### src/sacc_pkg.sv
// sacc_pkg: constants, state types and carriers of the sampling converter control.
// assumes a single 250 MHz clock; the control uses most constants, the pulse timer only the counter ones and its length.
package sacc_pkg;

	// ==================================================================
	// clock and timing
	localparam int CLK_PERIOD_PS = 4000;	// 4 ns clock period
	localparam int PUP_TIME_US   = 1;	// power-up pulse, 1 us
	localparam int CONV_TIME_NS  = 2300;	// conversion time, 2.3 us

	// least times round up to whole cycles, never below one
	localparam int PUP_CYCLES_C  = ((PUP_TIME_US * 1000000 + CLK_PERIOD_PS - 1) / CLK_PERIOD_PS < 1)
		? 1 : (PUP_TIME_US * 1000000 + CLK_PERIOD_PS - 1) / CLK_PERIOD_PS;
	localparam int CONV_CYCLES_C = ((CONV_TIME_NS * 1000 + CLK_PERIOD_PS - 1) / CLK_PERIOD_PS < 1)
		? 1 : (CONV_TIME_NS * 1000 + CLK_PERIOD_PS - 1) / CLK_PERIOD_PS;

	// ==================================================================
	// widths and field positions
	localparam int RES_W      = 10;	// result width
	localparam int BUS_W      = 8;	// parallel port width
	localparam int LSB_N      = 2;	// low bits returned by the second read
	localparam int CNT_W      = 10;	// width of the cycle counters
	localparam int MSB_LO_POS = 2;	// lowest result bit of the upper byte
	localparam int LSB_PAD_W  = BUS_W - LSB_N;	// zeros below the low bits

	// ==================================================================
	// reset values
	localparam logic [RES_W-1:0] RESULT_RST = 10'h000;
	localparam logic [BUS_W-1:0] DB_RST     = 8'h00;
	localparam logic [CNT_W-1:0] CNT_RST    = 10'h000;

	// ==================================================================
	// types
	typedef enum logic {
		SACC_ST_TRACK,
		SACC_ST_CONV
	} sacc_state_t;

	// pulse timer state
	typedef struct packed {
		logic [CNT_W-1:0] cnt;
		logic             act;
	} sacc_pls_st_t;

	// read port answer
	typedef struct packed {
		logic [BUS_W-1:0] data;
		logic             oe;
	} sacc_rd_t;

	// control state
	typedef struct packed {
		sacc_state_t      st;
		logic [CNT_W-1:0] conv_cnt;
		logic             ext_q;
		logic             gated_q;
		logic             acc_q;
		logic             powered;
		logic             fast;
		logic             phase;
		logic [RES_W-1:0] result;
		logic [BUS_W-1:0] db;
	} sacc_ctl_st_t;

endpackage

### src/sacc_pulse.sv
// sacc_pulse: retriggerable power-up pulse timer.
// assumes trig is a one-cycle pulse in the CLK domain.
`timescale 1ns/1ps
module sacc_pulse
	import sacc_pkg::*;
#(
	parameter int LEN = PUP_CYCLES_C
) (
	// clock and reset
	input  wire logic CLK,
	input  wire logic RST,
	// trigger and pulse
	input  wire logic trig,
	output logic      act
);

	// ==================================================================
	// elaboration check
	generate
		if (LEN < 1 || LEN >= (1 << CNT_W)) begin : g_bad_len
			$error("sacc_pulse: LEN out of range");
		end
	endgenerate

	localparam logic [CNT_W-1:0] LEN_C = CNT_W'(LEN);

	sacc_pls_st_t s_q;
	sacc_pls_st_t s_d;

	// ==================================================================
	// counter: a new trigger restarts the full length, so a short high
	// glitch on the start pin still buys a whole power-up time
	always_comb begin
		s_d = s_q;
		if (trig) begin
			s_d.cnt = LEN_C;
		end else if (s_q.cnt != CNT_RST) begin
			s_d.cnt = s_q.cnt - 10'h001;
		end
		s_d.act = trig || (s_q.cnt > 10'h001);
	end

	// state register
	always_ff @(posedge CLK or posedge RST) begin
		if (RST) begin
			s_q <= '0;
		end else begin
			s_q <= s_d;
		end
	end

	assign act = s_q.act;

endmodule

### src/sacc_ctrl.sv
// sacc_ctrl: conversion control and two-read result port of a 10-bit sampling converter.
// assumes all pins are synchronous to CLK; the sampler supplies a settled code on SAR_CODE
// when the conversion time has run out.
//
// Behaviour
// - start rising edge fires 1 us pulse
// - start low at pulse end: convert then
// - start high at pulse end: convert on its fall
// - gated start is start OR pulse
// - busy high throughout conversion
// - end: track, busy low, latch result
// - two reads: upper eight, then low two
// - start high at busy fall: stay powered
// - start low at busy fall: power down
// - read port works while powered down
// - data driven only while select and strobe low
// - low read: bits on 7,6, rest zero
// - further reads keep alternating
// - busy rising resets read phase
// - conversion lasts 2.3 us
// - after reset powered down until rising start
// - straight binary result coding
`timescale 1ns/1ps
module sacc_ctrl
	import sacc_pkg::*;
#(
	parameter int CONV_CYCLES = CONV_CYCLES_C,
	parameter int PUP_CYCLES  = PUP_CYCLES_C
) (
	// clock and reset
	input  wire logic             CLK,
	input  wire logic             RST,
	// conversion control
	input  wire logic             CONVERT_START_N,
	output logic                  BUSY,
	output logic                  HOLD,
	output logic                  POWERED,
	output logic                  FAST_MODE,
	// sampler code
	input  wire logic [RES_W-1:0] SAR_CODE,
	// parallel read port
	input  wire logic             CS_N,
	input  wire logic             RD_N,
	output logic      [BUS_W-1:0] DB_O,
	output logic                  DB_OE
);

	// ==================================================================
	// elaboration check
	generate
		if (CONV_CYCLES < 2 || CONV_CYCLES >= (1 << CNT_W)) begin : g_bad_conv
			$error("sacc_ctrl: CONV_CYCLES out of range");
		end
	endgenerate

	localparam logic [CNT_W-1:0] CONV_LAST_C = CNT_W'(CONV_CYCLES - 1);

	sacc_ctl_st_t s_q;
	sacc_ctl_st_t s_d;
	sacc_rd_t     rd;
	logic         pls_act;
	logic         start_rise;
	logic         gated;
	logic         gated_fall;
	logic         access;
	logic         read_end;
	logic         conv_done;

	// ==================================================================
	// power-up pulse timer
	sacc_pulse #(
		.LEN (PUP_CYCLES)
	) u_pulse (
		.CLK  (CLK),
		.RST  (RST),
		.trig (start_rise),
		.act  (pls_act)
	);

	// ==================================================================
	// edge detection on the start pin and the gated start
	assign start_rise = CONVERT_START_N && !s_q.ext_q;
	// the longer of pin level and pulse decides when sampling stops
	assign gated      = CONVERT_START_N || pls_act;
	assign gated_fall = s_q.gated_q && !gated;
	assign conv_done  = (s_q.st == SACC_ST_CONV) && (s_q.conv_cnt == CNT_RST);

	// read strobe: a read ends when select or strobe goes high
	assign access   = !CS_N && !RD_N;
	assign read_end = s_q.acc_q && !access;

	// ==================================================================
	// next-state logic
	always_comb begin
		s_d         = s_q;
		s_d.ext_q   = CONVERT_START_N;
		s_d.gated_q = gated;
		s_d.acc_q   = access;

		// a completed read flips the byte phase, and keeps flipping on
		// every later read of the same result
		if (read_end) begin
			s_d.phase = !s_q.phase;
		end

		// a rising start always powers the converter up again
		if (start_rise) begin
			s_d.powered = 1'b1;
		end

		case (s_q.st)
			SACC_ST_TRACK: begin
				// a gated fall while tracking starts a conversion
				if (gated_fall) begin
					s_d.st       = SACC_ST_CONV;
					s_d.conv_cnt = CONV_LAST_C;
					s_d.phase    = 1'b0;
				end
			end
			SACC_ST_CONV: begin
				// a gated fall here is ignored: no restart mid-conversion
				if (conv_done) begin
					s_d.st      = SACC_ST_TRACK;
					// straight binary: the code is stored as delivered
					s_d.result  = SAR_CODE;
					s_d.fast    = CONVERT_START_N;
					// pin level at busy fall picks the power mode
					s_d.powered = CONVERT_START_N || start_rise;
				end else begin
					s_d.conv_cnt = s_q.conv_cnt - 10'h001;
				end
			end
			default: begin
				s_d.st = SACC_ST_TRACK;
			end
		endcase

		// data register follows the next phase so a back-to-back read
		// never sees the byte of the previous one
		if (s_d.phase) begin
			s_d.db = {s_d.result[LSB_N-1:0], {LSB_PAD_W{1'b0}}};
		end else begin
			s_d.db = s_d.result[RES_W-1:MSB_LO_POS];
		end
	end

	// ==================================================================
	// state register; powered stays low after reset
	always_ff @(posedge CLK or posedge RST) begin
		if (RST) begin
			s_q          <= '0;
			s_q.st       <= SACC_ST_TRACK;
			s_q.conv_cnt <= CNT_RST;
			s_q.result   <= RESULT_RST;
			s_q.db       <= DB_RST;
			s_q.powered  <= 1'b0;
		end else begin
			s_q <= s_d;
		end
	end

	// ==================================================================
	// outputs; the read port ignores the power state on purpose
	always_comb begin
		rd.data = s_q.db;
		rd.oe   = access;
	end

	assign DB_O      = rd.data;
	assign DB_OE     = rd.oe;
	assign BUSY      = (s_q.st == SACC_ST_CONV);
	assign HOLD      = (s_q.st == SACC_ST_CONV);
	assign POWERED   = s_q.powered;
	assign FAST_MODE = s_q.fast;

	// helper counters: length of the present busy and pulse runs
	logic [CNT_W-1:0] busy_run;
	logic [CNT_W-1:0] pls_run;

	always_ff @(posedge CLK or posedge RST) begin
		if (RST) begin
			busy_run <= CNT_RST;
			pls_run  <= CNT_RST;
		end else begin
			busy_run <= BUSY ? busy_run + 10'h001 : CNT_RST;
			pls_run  <= pls_act ? pls_run + 10'h001 : CNT_RST;
		end
	end
endmodule

### config.mk
export PLATFORM = sky130hd
export DESIGN_NAME = sacc_ctrl
export DESIGN_NICKNAME = d
export VERILOG_FILES = /design/src/sacc_pkg.sv /design/src/sacc_pulse.sv /design/src/sacc_ctrl.sv
export SDC_FILE = /design/constraint.sdc
export NUM_CORES = 1
export LEC_CHECK = 0
export ABC_AREA = 0
export BUFFER_PORTS_ARGS = -buffer_cell sky130_fd_sc_hd__clkbuf_2
export CAP_MARGIN = 20
export CORE_MARGIN = 1
export CORE_UTILIZATION = 50
export CTS_CLUSTER_SIZE = 40
export DETAILED_ROUTE_END_ITERATION = 6
export PLACE_DENSITY = 0.67
export RECOVER_POWER = 100
export SETUP_SLACK_MARGIN = 0.15
export SYNTH_ARGS = -nofsm -noshare
export SYNTH_HDL_FRONTEND = slang
export SYNTH_HIERARCHICAL = 1
export SYNTH_SLANG_ARGS = --single-unit
### constraint.sdc
create_clock -name CLK -period 2.9 [get_ports CLK]
set_input_delay 0.58 -clock CLK [delete_from_list [all_inputs] [get_ports CLK]]
set_output_delay 0.58 -clock CLK [all_outputs]
set_load 0.05 [all_outputs]
After elaboration in Yosys (flattened, before gate mapping):

Cells that the tools add are included.

* bits in registers: 46
* bits of input ports: 15
* output and inout port bits: 13

* add/sub/neg operators: 2
* $lt $le $gt $ge: 1
* equality and inequality tests: 2
* muxes and demuxes: 15
* bitwise logic cells: 1
* reduce and logical (&&, ||, !) cells: 19

Operators with widths (number)
* $mux 10: 5
* $pmux 11 s2: 1
* $sub 10x1->10 const B: 2
* $mux 11: 1
* $gt 10x1->1 const B: 1
* $logic_not 10->1: 1
* $reduce_bool 10->1: 1
* $mux 8: 1
* $logic_not 1->1: 6
* $logic_and 1x1->1: 5
* $mux 1: 5
* $mux 2: 2
* $ne 2x2->1 const B: 2
* $reduce_and 2->1: 2
* $logic_or 1x1->1: 3
* $reduce_bool 2->1: 1
* $not 1->1: 1

Depth between registers and ports, before layout:

Gate-level depths: netlist (run 1).

* depth in word-level cells: 8
* mapped depth: 8
* depth with buffers taken out: 6

Modules after synthesis:

The synthesis (run 1) kept the hierarchy.

Modules (own cells, without submodules)
* sacc_ctrl: times used 1, cells an instance 137, area an instance 1604.0 µm², seq. area each 875.8 µm²
* sacc_pulse: times used 1, cells an instance 65, area an instance 639.4 µm², seq. area each 275.3 µm²

Worst setup path after synthesis (run 1):

No wires, ideal clock.

* kind: reg-to-reg
* from: reg s_q (netlist bit BUSY)
* to: reg s_q[33] in the netlist's numbering
* data arrival time: 1.766 ns
* path slack: 1.010 ns
* stages on the path, launching flop included: 5
* period minus slack after synthesis: 1.890 ns
* path through: dfrtp_1 -> buf_4 -> nand3_1 -> or4_1 -> a211o_1

* longest elaborated chain between the ends: 3

Ends and longest elaborated chain
* start, declared: RTL line sacc_ctrl.sv:58 `sacc_ctl_st_t s_q;`
* $logic_and 1x1->1 or $not 1->1 (tied branches)
* $ne 2x2->1 (no line)
* $reduce_and 2->1 (no line)

Several ways; a longest one is shown, not always the timed one.
A chain may end at the register's enable or synchronous reset.

==> run summary, run 1 <==
ANT cells - 0
CTS Sinks - 46
Worst-Skew Late Latency - 300 ps
Sequential share of the synthesized area - 51.3%
Setup WS pre-CTS - 691 ps
Multi-input gate area - 898 sq um
Vias per cell - 5.70
Worst R2R Setup Slack - 600 ps
Post-synthesis net count - 221
Clk buf depth - 2
Synth warn - 6
# hold bufs at CTS - 0
WL per Instance - 15.2 um
Rows - 23
Final hold vios - 0
Post-synthesis cell type count - 49
CTS tree - built
Pin count of the biggest net entering global routing - 36
Post-route setup slack - 578 ps
EDFF count, synth - 0
Final setup TNS - 0 ps
Leak - 0.995 nW
All-Layer GR Usage - 20.0%
Least-Margin Pin Slew - 1820 ps
Gpl congestion - 0.869
Grt ovf - 0
Worst hold path class - in2async
Worst setup EP type - register
Routed wire length - 4.16 mm
Slew Viols, Final - 36
CP arrival - 2560 ps
# H-tree levels - 2
CP Data Required Time - 3140 ps
1st-pass router iterations - 4
WP buf/inv - 2
First-pass GRT wire length - 6.76 mm
Peak Freq - 431 MHz
Die W - 69.0 um
Post-DRT Antenna Nets - 0
Critical path peak fanout - 8
Post-layout net count - 242
RSZ-0062 raised after global routing - false
Cells after Synth - 202
CTS root buffer - clkbuf_8
Vias - 1561
Crit path cell chain - clkbuf_1, or2_2, nor3b_1, nor2_1, clkbuf_1, nor2b_4
Area Overhead vs Synth - 7.70%
Total CTS buffers - 5
Register bit count reported by yosys - 46
Mapped Area - 2240 sq um
Die Y - 69.0 um
Postcts setup bufs - 0
Run status - complete, but fails checks
Delay-heaviest family, CP - simple AND/OR/NAND/NOR gates
Clk pin slew, worst setup/hold paths - 90 ps
Clock skew - 11.0 ps
Core ar. - 4140 sq um
Critical path class - in2reg
First DRT Iteration DRCs - 108
Final setup fails - 0
Fin crit period - 2320 ps
Failing checks - capacitance limit, slew limit
PortBufs - 27
Die area - 4760 sq um
Post-DP HPWL - 2.99 mm
Vias in the first global route - 1496
Mean Syn Cell Area - 11.1 sq um
PwrDens - 707 nW/um^2
Post-synth top flop - dfrtp_1
Peak supply drop - 0.000408 V
Async S/R FF share, synth - 100%
Max-cap violations - 1
Initial Utilization - 54.1%
CP max stage cell - nor3b_1
Register area - 1150 sq um
Fin crit share - 80.1%
Layout cells sized above 1 - 13.4%
# DRC - 0
Post-CTS sizing - 0
Filler instances - 376
Antenna violations before repair - 0
Dominant cell type by count on the critical path - clkbuf_1
Crit path launch type - input port
I/O pins - 28
Rel. slew slack - -21.2%
Largest stage delay on the critical path - 720 ps
## registers in the layout, indices dropped and copies added, names as in the netlist
register	flops
BUSY	1
DB_O	8
FAST_MODE	1
POWERED	1
s_q	24
u_pulse/act	1
u_pulse/s_q	10
## layout by cell type (no fill, tap or decap), drive strengths merged, types with 2 or more instances in the layout
| cell | instances |
|---|---|
| nand2b | 3 |
| a211o | 3 |
| nor4 | 5 |
| nor2b | 9 |
| clkbuf | 35 |
| or4 | 6 |
| dfrtp | 46 |
| ha | 4 |
| nor2 | 6 |
| and2 | 2 |
| nor3 | 6 |
| a211oi | 2 |
| nand2 | 22 |
| mux2i | 6 |
| nand3 | 5 |
| inv | 8 |
| mux2 | 7 |
| o21ai | 7 |
| or3b | 2 |
| nor3b | 3 |
| o31ai | 5 |
| a21oi | 8 |
| or3 | 5 |
| bufinv | 2 |
| a31oi | 2 |
## stage by stage
stage	std cells	hold slack, ps	util [%]	area (sq um)	power [mW]
2_1_floorplan	202	432	-	2240	1.12
3_3_place_gp	266	454	56.6	2350	1.15
3_5_place_dp	266	463	56.6	2350	1.17
4_1_cts	274	259	60.1	2490	1.76
5_1_grt	274	281	58.3	2420	1.80
6_report	274	253	58.3	2420	1.71
## final cells by class
type	count	area share, %
Sequential cell	46	47.6
Multi-Input combinational cell	132	37.2
Timing Repair Buffer	30	5.44
Clock buffer	6	3.42
Tap cell	50	2.59
Clock inverter	2	2.49
Inverter	8	1.24
## report_power, final
| group | switching, mW | total (mW) | internal, mW |
|---|---|---|---|
| Sequential | 0.0682 | 0.776 | 0.708 |
| Combinational | 0.237 | 0.354 | 0.117 |
| Clock | 0.212 | 0.579 | 0.367 |
| Total | 0.517 | 1.71 | 1.19 |
## final timing paths
path | end | cells after the start | start
worst max-delay path | DB_O[4] | 6 | CONVERT_START_N
worst min-delay path | u_pulse/s_q[10] | 2 | RST
worst max register to register | DB_O[4] | 5 | u_pulse/act
worst min register to register | s_q[22] | 1 | u_pulse/act
max in group asynchronous | s_q[13] | 3 | RST
min in group CLK | s_q[23] | 1 | CONVERT_START_N
## routing by layer
metal,up-vias,part of all wire (%),global-route usage [%]
li1,763,-,-
met1,756,46,26.4
met2,34,48,30.8
met3,8,4.1,4.44
met4,0,1.8,9.95
met5,-,0,0
## cell families after synthesis
| kind of cell | Yosys count | synth area share [%] |
|---|---|---|
| AOI/OAI and AO/OA | 36 | 11.0 |
| DFF | 46 | 51.3 |
| buffers and inverters | 24 | 6.58 |
| and+or+nand+nor | 78 | 21.6 |
| muxes | 13 | 6.86 |
| adders and majority gates | 4 | 2.23 |
| xor gates and xnor gates | 1 | 0.390 |
## worst register-to-register path: stages (launching register included)
cell	delay [ps]
dfrtp_1	360
or2_2	310
nor3b_1	720
nor2_1	400
clkbuf_1	310
nor2b_4	150
## cells in the mapped netlist (2+ instances only)
master,instances,area share [%]
nor3_1,6,1.3
ha_1,4,2.2
a211o_1,3,1.2
or4_1,6,2.0
nor2b_1,5,1.4
nor2_1,6,1.0
mux2i_1,6,2.7
nor4_2,2,1.1
inv_1,8,1.3
nor2b_4,4,2.5
dfrtp_1,46,51
mux2_2,2,1.0
nand3_1,5,1.1
nor3b_2,2,1.1
a31oi_1,2,0.56
a21oi_1,8,1.8
buf_6,2,1.0
o31ai_1,5,1.7
buf_4,11,3.7
mux2_4,4,2.7
and2_1,2,0.56
o21ai_0,6,1.3
nand2b_1,3,0.84
nand2_1,21,3.5
clkbuf_1,2,0.33
a211oi_1,2,0.67
or3_1,5,1.4
nor4_1,3,0.84
No activity file was read; power rests on OpenSTA's default activity.
==> run 2: changes to the inputs <==
==> constraint.sdc (replaced) <==
create_clock -name CLK -period 2.3 [get_ports CLK]
set_input_delay 0.46 -clock CLK [delete_from_list [all_inputs] [get_ports CLK]]
set_output_delay 0.46 -clock CLK [all_outputs]
set_load 0.05 [all_outputs]
==> run 2 against run 1 <==
The run now ends clean; highest routed layer unchanged; final cell count up 0.36%; largest power group unchanged; die area did not move; register-to-register slack worse by 380 ps; global-route usage down 1.0 points; critical endpoint is now u_pulse/s_q[8]; sequential cell count unchanged.
==> run summary, run 2 (same netlist as run 1, synthesis figures left out) <==
Reg2reg path depth - 5
Run status - finished clean
Vias per cell - 5.61
Fin crit period - 2080 ps
Pin count of the biggest net entering global routing - 36
Number of flip-flops in the largest register - 24
I/O pins - 28
Core ar. - 4140 sq um
Final setup fails - 0
Clk pin slew, worst setup/hold paths - 90 ps
# H-tree levels - 2
Leak - 0.954 nW
Clk buf depth - 2
Die area - 4760 sq um
Critical path class - reg2reg
Final hold vios - 0
Antenna violations before repair - 0
Fin crit share - 90.4%
Gpl congestion - 0.817
Worst hold path class - in2async
Routed wire length - 4.02 mm
Crit path launch type - register
Vias - 1544
CP Data Required Time - 2490 ps
Area Overhead vs Synth - 5.24%
Dpl cell area - 2350 sq um
Finished Core Util - 57.0%
RSZ-0062 raised after global routing - false
Initial Utilization - 54.1%
CTS root buffer - clkbuf_8
Peak Freq - 481 MHz
CP arrival - 2270 ps
Max-cap violations - 0
Grt ovf - 0
Critical path peak fanout - 7
PortBufs - 27
Peak supply drop - 0.000413 V
PwrDens - 797 nW/um^2
Post-layout net count - 243
Fin area - 2360 sq um
All-Layer GR Usage - 19.0%
Commonest non-fill, non-tap cell in the layout - dfrtp_1
# DRC - 0
Post-DP HPWL - 2.89 mm
Post-DRT Antenna Nets - 0
Final setup TNS - 0 ps
Layout cells sized above 1 - 13.3%
Vias in the first global route - 1415
Critical Path Stages - 5
ANT cells - 0
WP buf/inv - 1
WL per Instance - 14.6 um
Die W - 69.0 um
CTS Sinks - 46
Commonest non-fill, non-tap cells in the layout - dfrtp_1, nand2_1, clkbuf_1
CP max stage cell - nor3b_1
Most flop-heavy register - s_q
Postcts setup bufs - 0
Worst setup EP type - register
# hold bufs at CTS - 0
Least-Margin Pin Slew - 855 ps
Rows - 23
Post-CTS sizing - 0
Die Y - 69.0 um
First-pass GRT wire length - 6.45 mm
1st-pass router iterations - 4
Clock skew - 10.0 ps
Worst-Skew Late Latency - 310 ps
First DRT Iteration DRCs - 78
Total CTS buffers - 5
Largest stage delay on the critical path - 700 ps
Rel. slew slack - 43.0%
Slew Viols, Final - 0
Crit path cell chain - inv_1, ha_1, nor3b_1, a2111oi_1, a211o_1
CTS tree - built
Delay-heaviest family, CP - simple AND/OR/NAND/NOR gates
## run 2: cell count changes in the layout (fill, tap and decap cells not counted), moves of 2 or more
cell       before  now
nor4_1          5    3
bufinv_16       2    0
nor2b_1         6    9
nor4_2          0    2
nor2b_4         3    0
## run 2: final cells by class
cell class,instances,area (sq um)
Inverter,8,30.0
Fill cell,377,1780
Clock buffer,5,68.8
Timing Repair Buffer,31,135
Multi-Input combinational cell,132,892
Clock inverter,3,21.3
Tap cell,50,62.6
Sequential cell,46,1150
## run 2: final timing paths
kind                                  endpoint       startpoint  slack [ps]
max in group asynchronous              s_q[17]              RST        1370
worst max-delay path            u_pulse/s_q[8]   u_pulse/s_q[1]         220
min in group CLK                       s_q[23]  CONVERT_START_N         310
worst min-delay path            u_pulse/s_q[9]              RST         130
worst max register to register  u_pulse/s_q[8]   u_pulse/s_q[1]         220
worst min register to register          s_q[9]           s_q[9]         470
## run 2: metal layers
layer	wire (um)	up-vias	GRT usage [%]
met5	0	-	0
met1	1820	750	24.4
met3	133	7	3.95
li1	-	759	-
met4	82	0	10.5
met2	1980	28	29.7
## run 2: where the power goes
part / switching [mW] / internal (mW) / leakage (nW)
clock: 0.284 / 0.214 / 0.0441
sequential: 0.0832 / 0.892 / 0.500
combinational: 0.278 / 0.131 / 0.410
## run 2: metrics by stage
step           hold slack [ps]  power (mW)  worst slack [ps]  std cells
6_report                   128        1.88               221        275
3_3_place_gp               456        1.45               319        267
2_1_floorplan              312        1.41               410        202
5_1_grt                    178        1.99              75.4        275
4_1_cts                    148        1.96               280        275
3_5_place_dp               456        1.47               289        267
